### src/logic/drr_pkg.sv
// package: offsets, fields and reset values of the dma request routing registers
package drr_pkg;

  localparam int DRR_AW = 8;
  localparam int DRR_DW = 8;

  localparam logic [7:0] DRR_OFS_SAR_LOW   = 8'h20;
  localparam logic [7:0] DRR_OFS_SAR_HIGH  = 8'h21;
  localparam logic [7:0] DRR_OFS_SAR_UPPER = 8'h22;
  localparam logic [7:0] DRR_OFS_BC0_LOW   = 8'h26;
  localparam logic [7:0] DRR_OFS_BC0_HIGH  = 8'h27;
  localparam logic [7:0] DRR_OFS_IO1_LOW   = 8'h2b;
  localparam logic [7:0] DRR_OFS_IO1_HIGH  = 8'h2c;
  localparam logic [7:0] DRR_OFS_IO1_CTRL  = 8'h2d;
  localparam logic [7:0] DRR_OFS_BC1_LOW   = 8'h2e;
  localparam logic [7:0] DRR_OFS_BC1_HIGH  = 8'h2f;
  // run and status register, a block-local addition
  localparam logic [7:0] DRR_OFS_RUN       = 8'h30;

  // fields of the channel 1 control byte
  localparam int DRR_BIT_SWAP_EN  = 7;
  localparam int DRR_BIT_SWAP_CUR = 6;
  // fields of the run register
  localparam int DRR_BIT_CH0_RUN  = 0;
  localparam int DRR_BIT_CH1_RUN  = 1;
  localparam int DRR_BIT_CH1_DIR  = 2;
  localparam int DRR_BIT_CH0_IO   = 3;

  localparam logic [7:0]  DRR_RST_BYTE  = 8'h00;
  localparam logic [19:0] DRR_RST_ADDR  = 20'h00000;
  localparam logic [15:0] DRR_RST_COUNT = 16'h0000;

  typedef struct packed {
    logic extPin0;
    logic extPin1;
    logic rxFull0;
    logic rxFull1;
    logic txEmpty0;
    logic txEmpty1;
  } drr_req_type;

  typedef struct packed {
    logic ch0Req;
    logic ch1Req;
  } drr_grant_type;

endpackage

### src/logic/drr_regs.sv
// dma request routing: address, byte-count and alternating-channel registers
`timescale 1ns/100ps
`default_nettype none
module drr_regs
  (
  input  wire logic                  clk_sys,    // 40 MHz clock
  input  wire logic                  rst_n,      // async reset, low
  input  wire logic [drr_pkg::DRR_AW-1:0] regAddr, // register address
  input  wire logic [drr_pkg::DRR_DW-1:0] regWdata, // write data
  input  wire logic                  regWr,      // write strobe
  input  wire logic                  regRd,      // read strobe
  output logic [drr_pkg::DRR_DW-1:0] regRdata,   // read data, cycle after strobe
  input  wire drr_pkg::drr_req_type  reqIn,      // raw request sources (pins, flags)
  input  wire logic                  ch0Xfer,    // channel 0 moved one byte
  input  wire logic                  ch1Xfer,    // channel 1 moved one byte
  output drr_pkg::drr_grant_type     reqOut,     // routed requests per channel
  output logic [19:0]                ch0SrcAddr, // channel 0 source address
  output logic [15:0]                ch1IoAddr,  // channel 1 I/O address
  output logic                       ch0End,     // channel 0 end pulse
  output logic                       ch1End      // channel 1 end pulse
  );
  import drr_pkg::*;

  ////////////////////////////////////////////////////////////////////////////
  // state

  logic [19:0] srcAddr_r;
  logic [15:0] count0_r;
  logic [15:0] count1_r;
  logic [15:0] ioAddr_r;
  logic [7:0]  ioCtrl_r;
  logic        run0_r;
  logic        run1_r;
  logic        ch1Dir_r;
  logic        ch0Io_r;
  logic        swapCur_r;
  logic [DRR_DW-1:0] rdata_r;
  drr_grant_type reqOut_r;
  logic        end0_r;
  logic        end1_r;
  drr_req_type reqMeta_r;
  drr_req_type reqSync_r;

  // pins and serial flags come from outside: two flops before use
  always_ff @(posedge clk_sys or negedge rst_n)
  begin
    if (!rst_n)
    begin
      reqMeta_r <= '0;
      reqSync_r <= '0;
    end
    else
    begin
      reqMeta_r <= reqIn;
      reqSync_r <= reqMeta_r;
    end
  end

  ////////////////////////////////////////////////////////////////////////////
  // request selection

  // ch0 source select
  function automatic logic pickCh0(input logic [1:0] sel, input drr_req_type r);
    case (sel)
      2'h0:    pickCh0 = r.extPin0;
      2'h1:    pickCh0 = r.rxFull0;
      2'h2:    pickCh0 = r.rxFull1;
      default: pickCh0 = 1'b0;
    endcase
  endfunction

  // ch1 select, direction chooses rx or tx flags
  function automatic logic pickCh1(input logic [2:0] sel, input logic dirSrc,
                                   input drr_req_type r);
    case (sel)
      3'h0:    pickCh1 = r.extPin1;
      3'h1:    pickCh1 = dirSrc ? r.rxFull0 : r.txEmpty0;
      3'h2:    pickCh1 = dirSrc ? r.rxFull1 : r.txEmpty1;
      default: pickCh1 = 1'b0;
    endcase
  endfunction

  logic swapEn;
  logic sel0;
  logic sel1;
  logic done0;
  logic done1;
  logic wrCh0Count;
  logic wrCh1Count;
  logic wrRun;
  logic wrCtrl;
  assign swapEn = ioCtrl_r[DRR_BIT_SWAP_EN];
  assign sel0 = ch0Io_r ? pickCh0(srcAddr_r[17:16], reqSync_r) : 1'b0;
  assign sel1 = pickCh1(ioCtrl_r[2:0], ch1Dir_r, reqSync_r);
  // last byte brings counter to zero
  assign done0 = run0_r && ch0Xfer && (count0_r == 16'h0001);
  assign done1 = run1_r && ch1Xfer && (count1_r == 16'h0001);
  assign wrCh0Count = regWr && (regAddr == DRR_OFS_BC0_LOW || regAddr == DRR_OFS_BC0_HIGH);
  assign wrCh1Count = regWr && (regAddr == DRR_OFS_BC1_LOW || regAddr == DRR_OFS_BC1_HIGH);
  // one decode each for the run register and the channel 1 control byte
  assign wrRun      = regWr && (regAddr == DRR_OFS_RUN);
  assign wrCtrl     = regWr && (regAddr == DRR_OFS_IO1_CTRL);

  always_ff @(posedge clk_sys or negedge rst_n)
  begin
    if (!rst_n)
    begin
      reqOut_r <= '0;
    end
    else
    begin
      // pin to grant takes three edges: two to synchronise, one to route
      // swap off: current bit ignored
      reqOut_r.ch0Req <= sel0 && run0_r && !(swapEn && swapCur_r);
      reqOut_r.ch1Req <= sel1 && run1_r && !(swapEn && !swapCur_r);
    end
  end

  ////////////////////////////////////////////////////////////////////////////
  // address registers

  always_ff @(posedge clk_sys or negedge rst_n)
  begin
    if (!rst_n)
    begin
      srcAddr_r <= DRR_RST_ADDR;
    end
    else if (regWr)
    begin
      case (regAddr)
        DRR_OFS_SAR_LOW:   srcAddr_r[7:0]   <= regWdata;
        DRR_OFS_SAR_HIGH:  srcAddr_r[15:8]  <= regWdata;
        DRR_OFS_SAR_UPPER: srcAddr_r[19:16] <= regWdata[3:0];
        default:           srcAddr_r        <= srcAddr_r;
      endcase
    end
  end

  // bit 6 of the stored control byte goes unread: the swap-current flop owns it
  // channel 1 I/O address and control byte
  always_ff @(posedge clk_sys or negedge rst_n)
  begin
    if (!rst_n)
    begin
      ioAddr_r <= DRR_RST_COUNT;
      ioCtrl_r <= DRR_RST_BYTE;
    end
    else if (regWr)
    begin
      case (regAddr)
        DRR_OFS_IO1_LOW:  ioAddr_r[7:0]  <= regWdata;
        DRR_OFS_IO1_HIGH: ioAddr_r[15:8] <= regWdata;
        DRR_OFS_IO1_CTRL: ioCtrl_r       <= regWdata;
        default:          ioCtrl_r       <= ioCtrl_r;
      endcase
    end
  end

  ////////////////////////////////////////////////////////////////////////////
  // alternating channel

  // channel end beats a software write in the same cycle
  always_ff @(posedge clk_sys or negedge rst_n)
  begin
    if (!rst_n)
    begin
      swapCur_r <= 1'b0;
    end
    else if (swapEn && done0)
    begin
      swapCur_r <= 1'b1;
    end
    else if (swapEn && done1)
    begin
      swapCur_r <= 1'b0;
    end
    // software picks the first channel; only meant while both are stopped
    else if (wrCtrl)
    begin
      swapCur_r <= regWdata[DRR_BIT_SWAP_CUR];
    end
  end

  ////////////////////////////////////////////////////////////////////////////
  // byte counters

  // counters take no reset: value undefined until written
  // load by software, decrement per byte
  // a write beats a byte moved in the same cycle; that byte goes uncounted
  // a loaded zero wraps and runs 65536 bytes before the end comes round
  always_ff @(posedge clk_sys)
  begin
    if (wrCh0Count && regAddr == DRR_OFS_BC0_LOW)
    begin
      count0_r[7:0] <= regWdata;
    end
    else if (wrCh0Count)
    begin
      count0_r[15:8] <= regWdata;
    end
    else if (run0_r && ch0Xfer)
    begin
      count0_r <= count0_r - 16'h0001;
    end
  end

  always_ff @(posedge clk_sys)
  begin
    if (wrCh1Count && regAddr == DRR_OFS_BC1_LOW)
    begin
      count1_r[7:0] <= regWdata;
    end
    else if (wrCh1Count)
    begin
      count1_r[15:8] <= regWdata;
    end
    else if (run1_r && ch1Xfer)
    begin
      count1_r <= count1_r - 16'h0001;
    end
  end

  ////////////////////////////////////////////////////////////////////////////
  // run bits and channel end

  // end stops the channel, wins over a write
  always_ff @(posedge clk_sys or negedge rst_n)
  begin
    if (!rst_n)
    begin
      run0_r <= 1'b0;
    end
    else if (done0)
    begin
      run0_r <= 1'b0;
    end
    else if (wrRun)
    begin
      run0_r <= regWdata[DRR_BIT_CH0_RUN];
    end
  end

  always_ff @(posedge clk_sys or negedge rst_n)
  begin
    if (!rst_n)
    begin
      run1_r <= 1'b0;
    end
    else if (done1)
    begin
      run1_r <= 1'b0;
    end
    else if (wrRun)
    begin
      run1_r <= regWdata[DRR_BIT_CH1_RUN];
    end
  end

  // channel configuration bits share the run register
  always_ff @(posedge clk_sys or negedge rst_n)
  begin
    if (!rst_n)
    begin
      ch1Dir_r <= 1'b0;
      ch0Io_r  <= 1'b0;
    end
    else if (wrRun)
    begin
      ch1Dir_r <= regWdata[DRR_BIT_CH1_DIR];
      ch0Io_r  <= regWdata[DRR_BIT_CH0_IO];
    end
  end

  // end pulses, one cycle after the last byte
  always_ff @(posedge clk_sys or negedge rst_n)
  begin
    if (!rst_n)
    begin
      end0_r <= 1'b0;
    end
    else
    begin
      end0_r <= done0;
    end
  end

  always_ff @(posedge clk_sys or negedge rst_n)
  begin
    if (!rst_n)
    begin
      end1_r <= 1'b0;
    end
    else
    begin
      end1_r <= done1;
    end
  end

  ////////////////////////////////////////////////////////////////////////////
  // read port

  always_ff @(posedge clk_sys or negedge rst_n)
  begin
    if (!rst_n)
    begin
      rdata_r <= DRR_RST_BYTE;
    end
    else if (regRd)
    begin
      case (regAddr)
        DRR_OFS_SAR_LOW:   rdata_r <= srcAddr_r[7:0];
        DRR_OFS_SAR_HIGH:  rdata_r <= srcAddr_r[15:8];
        DRR_OFS_SAR_UPPER: rdata_r <= {4'h0, srcAddr_r[19:16]};
        DRR_OFS_BC0_LOW:   rdata_r <= count0_r[7:0];
        DRR_OFS_BC0_HIGH:  rdata_r <= count0_r[15:8];
        DRR_OFS_IO1_LOW:   rdata_r <= ioAddr_r[7:0];
        DRR_OFS_IO1_HIGH:  rdata_r <= ioAddr_r[15:8];
        DRR_OFS_IO1_CTRL:  rdata_r <= {ioCtrl_r[7], swapCur_r, ioCtrl_r[5:0]};
        DRR_OFS_BC1_LOW:   rdata_r <= count1_r[7:0];
        DRR_OFS_BC1_HIGH:  rdata_r <= count1_r[15:8];
        DRR_OFS_RUN:       rdata_r <= {4'h0, ch0Io_r, ch1Dir_r, run1_r, run0_r};
        default:           rdata_r <= 8'h00;
      endcase
    end
    else
    begin
      rdata_r <= 8'h00;
    end
  end

  ////////////////////////////////////////////////////////////////////////////
  // outputs, all from flops

  assign regRdata   = rdata_r;
  assign reqOut     = reqOut_r;
  assign ch0SrcAddr = srcAddr_r;
  assign ch1IoAddr  = ioAddr_r;
  assign ch0End     = end0_r;
  assign ch1End     = end1_r;

endmodule
`default_nettype wire

### config.mk
export PLATFORM = sky130hd
export DESIGN_NAME = drr_regs
export DESIGN_NICKNAME = d
export VERILOG_FILES = /design/src/logic/drr_pkg.sv /design/src/logic/drr_regs.sv
export SDC_FILE = /design/constraint.sdc
export NUM_CORES = 1
export LEC_CHECK = 0
export ABC_AREA = 1
export BUFFER_PORTS_ARGS = -buffer_cell sky130_fd_sc_hd__buf_2
export CORE_MARGIN = 2
export CORE_UTILIZATION = 34
export DETAILED_ROUTE_END_ITERATION = 10
export SKIP_LAST_GASP = 1
export SLEW_MARGIN = 20
export SYNTH_ARGS = -nofsm -noshare
export SYNTH_HDL_FRONTEND = slang
export SYNTH_SLANG_ARGS = --single-unit
### constraint.sdc
create_clock -name clk_sys -period 2.07 [get_ports clk_sys]
set_input_delay 0.414 -clock clk_sys [delete_from_list [all_inputs] [get_ports clk_sys]]
set_output_delay 0.414 -clock clk_sys [all_outputs]
set_load 0.1 [all_outputs]
Word-level counts from Yosys, hierarchy flattened
Cells that the tools add are included.

Output and inout bits: 48. Logic and storage cells: 119. Register bits: 105.

Bitwise operators: 2. Equal/unequal tests: 19. Reductions and logical operators: 42. Mux-type cells: 22. Add/subtract/negate cells: 2.

Operators with widths (number): equality test 8 x 6 -> 1 bit, second input constant (11); one-hot mux 8 bit (11 select lines) (1); 2-to-1 mux 8 bit (7); equality test 16 x 1 -> 1 bit, second input constant (2); 2-to-1 mux 16 bit (2); subtractor 16 x 1 -> 16 bit, second input constant (2); AND reduction 2 bit (10); logical AND 1 bit (18); nonzero test 2 bit (6); 2-to-1 mux 1 bit (10); one-hot mux 1 bit (3 select lines) (2); != test 2 x 1 -> 1 bit, second input constant (2); equality test 3 x 1 -> 1 bit, second input constant (1); equality test 3 x 2 -> 1 bit, second input constant (1); logical NOT 1 bit (3); logical NOT 3 bit (1); nonzero test 3 bit (1); equality test 2 x 1 -> 1 bit, second input constant (1); equality test 2 bit, second input constant (1); logical NOT 2 bit (1); logical OR 1 bit (2); inverter 1 bit (2).

Depth between registers and ports, before layout
Gate-level depths: netlist of the first run.

Depth in word-level cells: 6. Mapped depth: 12.

Worst setup path before layout of the first run
OpenSTA, ideal clock, no wires.

Path type: input port to flip-flop. Start: input regAddr[6] in the netlist's numbering. End: register count1_r[0] (enable). Stages on the path: 10. Buffers on the path: 2. Path slack: 303 ps. Arrival: 1438 ps. Cell sequence: inv_1 nand2_1 nor2_4 buf_6 nand2_2 nand2_2 nand2_4 buf_6 nand3_1 nand2_1.

Longest elaborated chain between the ends: 6. Elaborated cells on any way between the ends: 8. Those cells by class: eq/ne (3); reduce/logical (5).

Ends and longest elaborated chain: start: declaration (line drr_regs.sv:8) `input wire logic [drr_pkg::DRR_AW-1:0] regAddr,`; equality test 8 x 6 -> 1 bit (on tied branches) (line drr_regs.sv:99, drr_regs.sv:209); logical OR 1 bit (line drr_regs.sv:99) `assign wrCh1Count = regWr && (regAddr == DRR_OFS_BC1_LOW || regAddr == DRR_OFS_BC1_HIGH);`; logical AND 1 bit (line drr_regs.sv:99); logical AND 1 bit (line drr_regs.sv:209) `if (wrCh1Count && regAddr == DRR_OFS_BC1_LOW)`; != test 2 x 1 -> 1 bit (no line) / nonzero test 2 bit (equally long branches); AND reduction 2 bit (no line) (*); end signal: assignment (line drr_regs.sv:211) `count1_r[7:0] <= regWdata;`; end signal: assignment (line drr_regs.sv:219) `count1_r <= count1_r - 16'h0001;`; end: declaration (line drr_regs.sv:29) `logic [15:0] count1_r;`.

Mark *: on every way between the ends. The rest lies on a longest branch, timed or not. A chain may end at the register's enable or synchronous reset.

Worst setup path after layout of the first run
Start: register count1_r[1]. End: register count1_r[8], data pin.

Longest elaborated chain between the ends: 3.

Ends and longest elaborated chain: subtractor 16 x 1 -> 16 bit (line drr_regs.sv:219); 2-to-1 mux 16 bit (line drr_regs.sv:217) `else if (run1_r && ch1Xfer)`; 2-to-1 mux 8 bit (line drr_regs.sv:213) `else if (wrCh1Count)`.

No other way between the ends. The select of a mux whose other input is x is not followed.

==> results.md, run 1 <==
* Switching Share at 31.3%
* Clock skew at 0.0136 ns
* Slew margin rel. at between 50% and 60%
* Startpoint types: register
* Layout cells sized above 1 at 18.4%
* Total number of vias at 4986
* Yosys cell types at 37
* Vias in the first global route at 4769
* Fraction of the cycle the final worst path needs at about 83%
* Largest net degree at the start of global routing at 37
* Worst IR Drop VDD at 0.495 mV
* Clock sink count at 104
* CTS clock-pin slew for the worst setup and hold paths at 0.08 ns
* Power Dens Cells at roughly 700 nW/um2
* Ant diodes at 0
* Starting density of the core at between 30% and 40%
* Multi-input gate area at 2560 um2
* Fill cells at 1754
* Cell Area, Placed at about 6400 um2
* Clock Latency Late Sink at 0.36 ns
* Avg WL per Cell at 16.6 um
* Worst path required time at 2.17 ns
* Maximum clock path buffer count at 2
* Pleak at 3.21 nW
* Most frequent cells in the layout: nand2_1, nor2_1, nand3_1
* Worst path arrival time at around 1.8 ns
* Worst Path Max Fanout at 3
* Crit path cell chain: inv_1, ha_1, nand2_1, nor2_1, inv_1, nor2_1, xor2_1, nand2_1, o21ai_1
* Post_cts resized at 0
* Critical Path Max Stage Delay at 0.44 ns
* Clk root buf: clkbuf_16
* Die area at around 18000 um2
* PortBufs at 75
* Routed vias/inst at 4.90
* Synthesized cell area at 5760 um2
* Chip Width at 134 um
* Routed WL at between 15000 and 20000 um
* Sequential fraction of the synthesis area at about 48%
* Cells after synthesis at 708
* Max cap viols at 0
* Placer Congestion at 0.926
* Non-Filler Cell Area, Final at 6660 um2
* Switch Pwr at 1.46 mW
* Largest cells by area after synthesis: dfrtp_1, edfxtp_1, nand2_1
* Flops & latches, synth at 104
* Commonest non-fill, non-tap cell in the layout: nand2_1
* DRC Markers at 0
* CTS tree: yes
* Max frequency at 0.580 GHz
* Syn-to-layout area delta at 15.6%
* Yosys top cell by area: dfrtp_1
* Gate power share at 15.3%
* Synth top area share at between 30% and 40%
* Syn nets at 740
* Total track usage at 19.6%
* Setup TNS at 0 ns
* Slowest cell on the critical path: edfxtp_1
* Final hold violation count at 0
* Detailed Routing Iterations Pass 1 at 5
* NumNets Final at just over 800
* YS warnings at 0
* DIE HEIGHT at 134 um
* Crit Path Class: reg2reg
* Num CTS Buffers at 9
* First-pass GRT wire length at about 27000 um
* Register Area at 2760 um2
* Postcts setup bufs at 0
* Row count at 47
* Clock share of power at 35.2%
* Int Power at about 3.2 mW
* Drt first-iter violations at 518
* Grt ovf at 0
* Worst slew pin tran at 0.628 ns
* Unrepaired setup endpoints after global routing: false
* DP HPWL at 12800 um
* Avg Cell Area, Syn at about 8.1 um2
* IO Pins at 76
* Final Max Slew Viols at 0
* Min Tclk post-route at 1.72 ns
* H-tree levels at 3
* CP endpoint kind: register
* Final setup fails at 0
* Routed Antenna Nets at 0
* Core Area at 16600 um2
* Hold crit path type: in2async
* Reg power frac at 49.5%
* Post-CTS Hold Buffers at 0
* Antenna violations before repair at 0
* Status: finished, final reports clean
==> cell families (layout without fill, tap and decap cells) <==
group | count (synthesis) | in the layout | share of synthesized area, %
xor gates and xnor gates | 14 | 14 | 2.13
and+or+nand+nor | 395 | 395 | 31.0
DFF | 104 | 104 | 48.0
buffers and inverters | 89 | 178 | 7.60
adders and majority gates | 4 | 4 | 0.869
AOI/OAI and AO/OA | 102 | 102 | 10.4
==> cells in the mapped netlist, drive strengths merged <==
library cell / n
dfrtp: 72
inv: 71
nand2: 177
edfxtp: 32
nor3: 2
or2: 3
o22ai: 2
o211ai: 1
ha: 4
buf: 17
nor2: 115
o21ai: 62
o31ai: 1
a21oi: 12
nand3: 89
a31oi: 3
clkbuf: 1
nor4b: 1
nand3b: 3
xnor2: 4
nand4: 5
o21a: 19
o2111ai: 1
a211oi: 1
xor2: 10
==> flip-flops by register name (all words and copies together) (netlist names) <==
register	flops
run0_r	1
run1_r	1
reqOut	2
reqMeta_r	6
ch0End	1
ch1Dir_r	1
swapCur_r	1
ioCtrl_r	7
ch1End	1
reqSync_r	6
count1_r	16
ch1IoAddr	16
ch0SrcAddr	20
ch0Io_r	1
count0_r	16
regRdata	8
==> power groups by stage <==
stage                     combinational, mW  clock [mW]  sequential (mW)
after floorplan                       0.192           0             2.64
after global placement                0.712           0             2.35
after detailed placement              0.718           0             2.35
after CTS                             0.719        1.67             2.30
after global routing                  0.759        1.75             2.31
final                                 0.715        1.64             2.31
==> cell type report <==
cell class                 instances  area share (%)
sequential                       104            41.5
multi-input combinational        515            38.4
timing repair buffer              91            7.85
tap                              220            4.13
inverter                          71            4.00
clock buffer                      12            3.70
clock inverter                     4           0.413
==> final timing paths <==
path	from	end	slack [ns]	depth (start not counted)
worst max-delay path	count1_r[1]$_DFFE_PP_	count1_r[8]$_DFFE_PP_	0.35	9
worst min register to register	reqMeta_r[0]$_DFF_PN0_	reqSync_r[0]$_DFF_PN0_	0.35	0
worst min-delay path	rst_n	ch1End$_DFF_PN0_	0.0005	1
worst max register to register	count1_r[1]$_DFFE_PP_	count1_r[8]$_DFFE_PP_	0.35	9
min in group clk_sys	reqIn[3]	reqMeta_r[3]$_DFF_PN0_	0.16	1
max in group asynchronous	rst_n	ch0End$_DFF_PN0_	1.52	2
==> stage by stage <==
step	utilization [%]	setup slack (ns)	total power [mW]	hold slack, ns	cells
final	40.2	0.346	4.66	0.000451	1017
after global routing	40.2	0.193	4.82	0.0362	1017
after CTS	40.2	0.364	4.69	0.0183	1017
after detailed placement	38.5	0.0857	3.06	0.336	1001
after global placement	38.5	0.112	3.06	0.332	1001
after floorplan	-	0.303	2.83	0.118	708
==> critical path, delay by kind of cell, from the launching register on <==
| family | cells | cell delay [ns] |
|---|---|---|
| buf+inv | 2 | 0.20 |
| xor+xnor | 1 | 0.09 |
| compound gates | 1 | 0.05 |
| fa+ha+maj | 1 | 0.20 |
| flops | 1 | 0.44 |
| simple gates | 4 | 0.47 |
==> metal layers <==
metal / global-route usage [%] / up-vias / routed length, um
met4: 6.49 / 0 / 318
met3: 4.04 / 21 / 1080
met2: 30.9 / 164 / 7740
li1: - / 2483 / -
met1: 27.1 / 2318 / 7770
met5: 0 / - / 0
(Power assumes the default switching activity.)
==> run 2, diff against run 1 <==
- clock period: 2.07 -> 1.7 ns (I/O delays scaled with it)
==> run 2 against run 1 <==
Worst setup slack worse by 0.28 ns; register-to-register slack worse by 0.27 ns; clock power up 26%; final area up 6.0%; clock skew down 0.0056 ns; final cell count up 3.9%; largest power group unchanged; power up 24%; clock-buffer cell count down 1; non-clock buffer count up 40; sequential share of layout area down 2.4 points; critical path depth down 8.
==> results.md, run 2 (synthesized netlist as in run 1, its figures left out) <==
* DRC Markers at 0
* Reg power frac at 48.4%
* Worst slew pin tran at approximately 0.5 ns
* Starting density of the core at between 30% and 40%
* Final Max Slew Viols at 0
* Most frequent cells in the layout: nand2_1, nor2_1, nand3_1
* Clock sink count at 104
* Die area at 18000 um2
* Switching Share at 31.0%
* H-tree levels at 3
* Grt ovf at 0
* Final setup fails at 0
* PortBufs at 75
* Max frequency at 0.610 GHz
* Slowest cell on the critical path: buf_2
* Clock share of power at between 30% and 40%
* Vias in the first global route at 4856
* Worst path required time at 1.36 ns
* Switch Pwr at 1.79 mW
* Setup TNS at 0 ns
* CP delay by family, top: buffers and inverters
* Ant diodes at 0
* Startpoint types: register
* Antenna violations before repair at 0
* Unrepaired setup endpoints after global routing: false
* Int Power at 3.99 mW
* CTS clock-pin slew for the worst setup and hold paths at about 0.07 ns
* Non-Filler Cell Area, Final at 7060 um2
* Worst path arrival time at 1.30 ns
* Gate power share at 16.0%
* Worst hold endpoint: reqMeta_r[3]$_DFF_PN0_
* Crit path cell chain: buf_2
* Maximum clock path buffer count at 2
* Layout cells sized above 1 at a little under a quarter
* Multi-input gate area at 2580 um2
* Core Area at 16600 um2
* Fill cells at 1735
* Clock skew at 0.00796 ns
* Total number of vias at around 5100
* Row count at 47
* DP HPWL at 13100 um
* IO Pins at 76
* Detailed Routing Iterations Pass 1 at 5
* Cell depth of the worst setup path at 1
* CTS tree: yes
* Fraction of the cycle the final worst path needs at 96.4%
* Status: finished, final reports clean
* Slew margin rel. at approximately 67%
* Syn-to-layout area delta at 22.6%
* Routed WL at 16800 um
* Worst Path Max Fanout at 6
* R2r setup slk at 0.08 ns
* Reg-to-reg critical path startpoint: count1_r[1]$_DFFE_PP_
* R2R cell count at 9
* Buf/Inv on CP at 1
* Min Tclk post-route at 1.64 ns
* Cell Area, Placed at 6740 um2
* Total track usage at 19.5%
* Worst IR Drop VDD at about 0.64 mV
* DIE HEIGHT at 134 um
* Chip Width at between 100 and 150 um
* Critical Path Max Stage Delay at 0.48 ns
* CP endpoint kind: output port
* First-pass GRT wire length at 26600 um
* Clock Latency Late Sink at 0.36 ns
* Power Dens Cells at 819 nW/um2
* Avg WL per Cell at 15.9 um
* NumNets Final at 864
* Register Area at about 2800 um2
* Final hold violation count at 0
* Placer Congestion at 0.913
* Num CTS Buffers at 9
* Routed Antenna Nets at 0
* Hold crit path type: in2reg
* Max cap viols at 0
* R2r endpoint: count1_r[8]$_DFFE_PP_
* Drt first-iter violations at between 400 and 500
* Largest register FFs at 20
* Min-Delay Path Depth at 1
* Commonest non-fill, non-tap cell in the layout: nand2_1
* Crit Path Class: reg2out
* Min Hold Slack at 0.0884 ns
* Routed vias/inst at 4.86
* Largest net degree at the start of global routing at 35
* Core Util, Final at between 40% and 50%
* Hold_sp: reqIn[3]
* Pleak at approximately 3.4 nW
* Clk root buf: clkbuf_16
## run 2: changes by cell type in the layout (fill, tap and decap cells not counted), sizes merged
cell	delta
clkbuf	-1
clkinvlp	+1
dlygate4sd3	+1
buf	+39
## run 2: stage by stage
stage | cells | power (mW) | setup WS, ns
after global placement | 1040 | 3.77 | -0.123
after floorplan | 708 | 3.45 | 0.00701
after CTS | 1057 | 5.83 | 0.0537
final | 1057 | 5.78 | 0.0619
after global routing | 1057 | 5.98 | 0.00120
after detailed placement | 1040 | 3.78 | -0.163
## run 2: layout make-up
class / instances / area share (%)
clock buffer: 11 / 3.60
clock inverter: 5 / 0.532
inverter: 71 / 3.77
multi-input combinational: 515 / 36.5
sequential: 104 / 39.1
tap: 220 / 3.90
timing repair buffer: 131 / 12.6
## run 2: power by group through the flow
| stage | Combinational, mW | Clock (mW) | Sequential, mW |
|---|---|---|---|
| final | 0.924 | 2.06 | 2.80 |
| after global routing | 0.982 | 2.18 | 2.81 |
| after CTS | 0.930 | 2.10 | 2.80 |
| after detailed placement | 0.926 | 0 | 2.85 |
| after global placement | 0.920 | 0 | 2.85 |
| after floorplan | 0.234 | 0 | 3.22 |
## run 2: how the worst max path moves through the flow
stage	slack (ns)	end	from
finish	0.06	ch0SrcAddr[16]	ch0SrcAddr[16]$_DFFE_PN0P_
detailed placement	-0.16	count0_r[5]$_DFFE_PP_	regAddr[4]
floorplan	0.007	count1_r[0]$_DFFE_PP_	regAddr[6]
global route	0.001	count1_r[8]$_DFFE_PP_	count1_r[1]$_DFFE_PP_
global placement	-0.12	count0_r[6]$_DFFE_PP_	regAddr[6]
CTS	0.05	ch0SrcAddr[16]	ch0SrcAddr[16]$_DFFE_PN0P_
## run 2: repair_timing
action	in CTS	in global routing
setup endpoints to repair	0	4
hold buffers	1	0
resized for setup	0	7
buffers inserted	0	0
hold endpoints to repair	23	0
## run 2: metal layers
| metal | GRT usage (%) | up-vias | wire length, um | share of wire [%] |
|---|---|---|---|---|
| met5 | 0 | - | 0 | 0 |
| met4 | 5.61 | 0 | 266 | 1.6 |
| met3 | 2.91 | 17 | 801 | 4.8 |
| met2 | 31.4 | 152 | 7930 | 47 |
| met1 | 27.5 | 2415 | 7840 | 47 |
| li1 | - | 2558 | - | - |
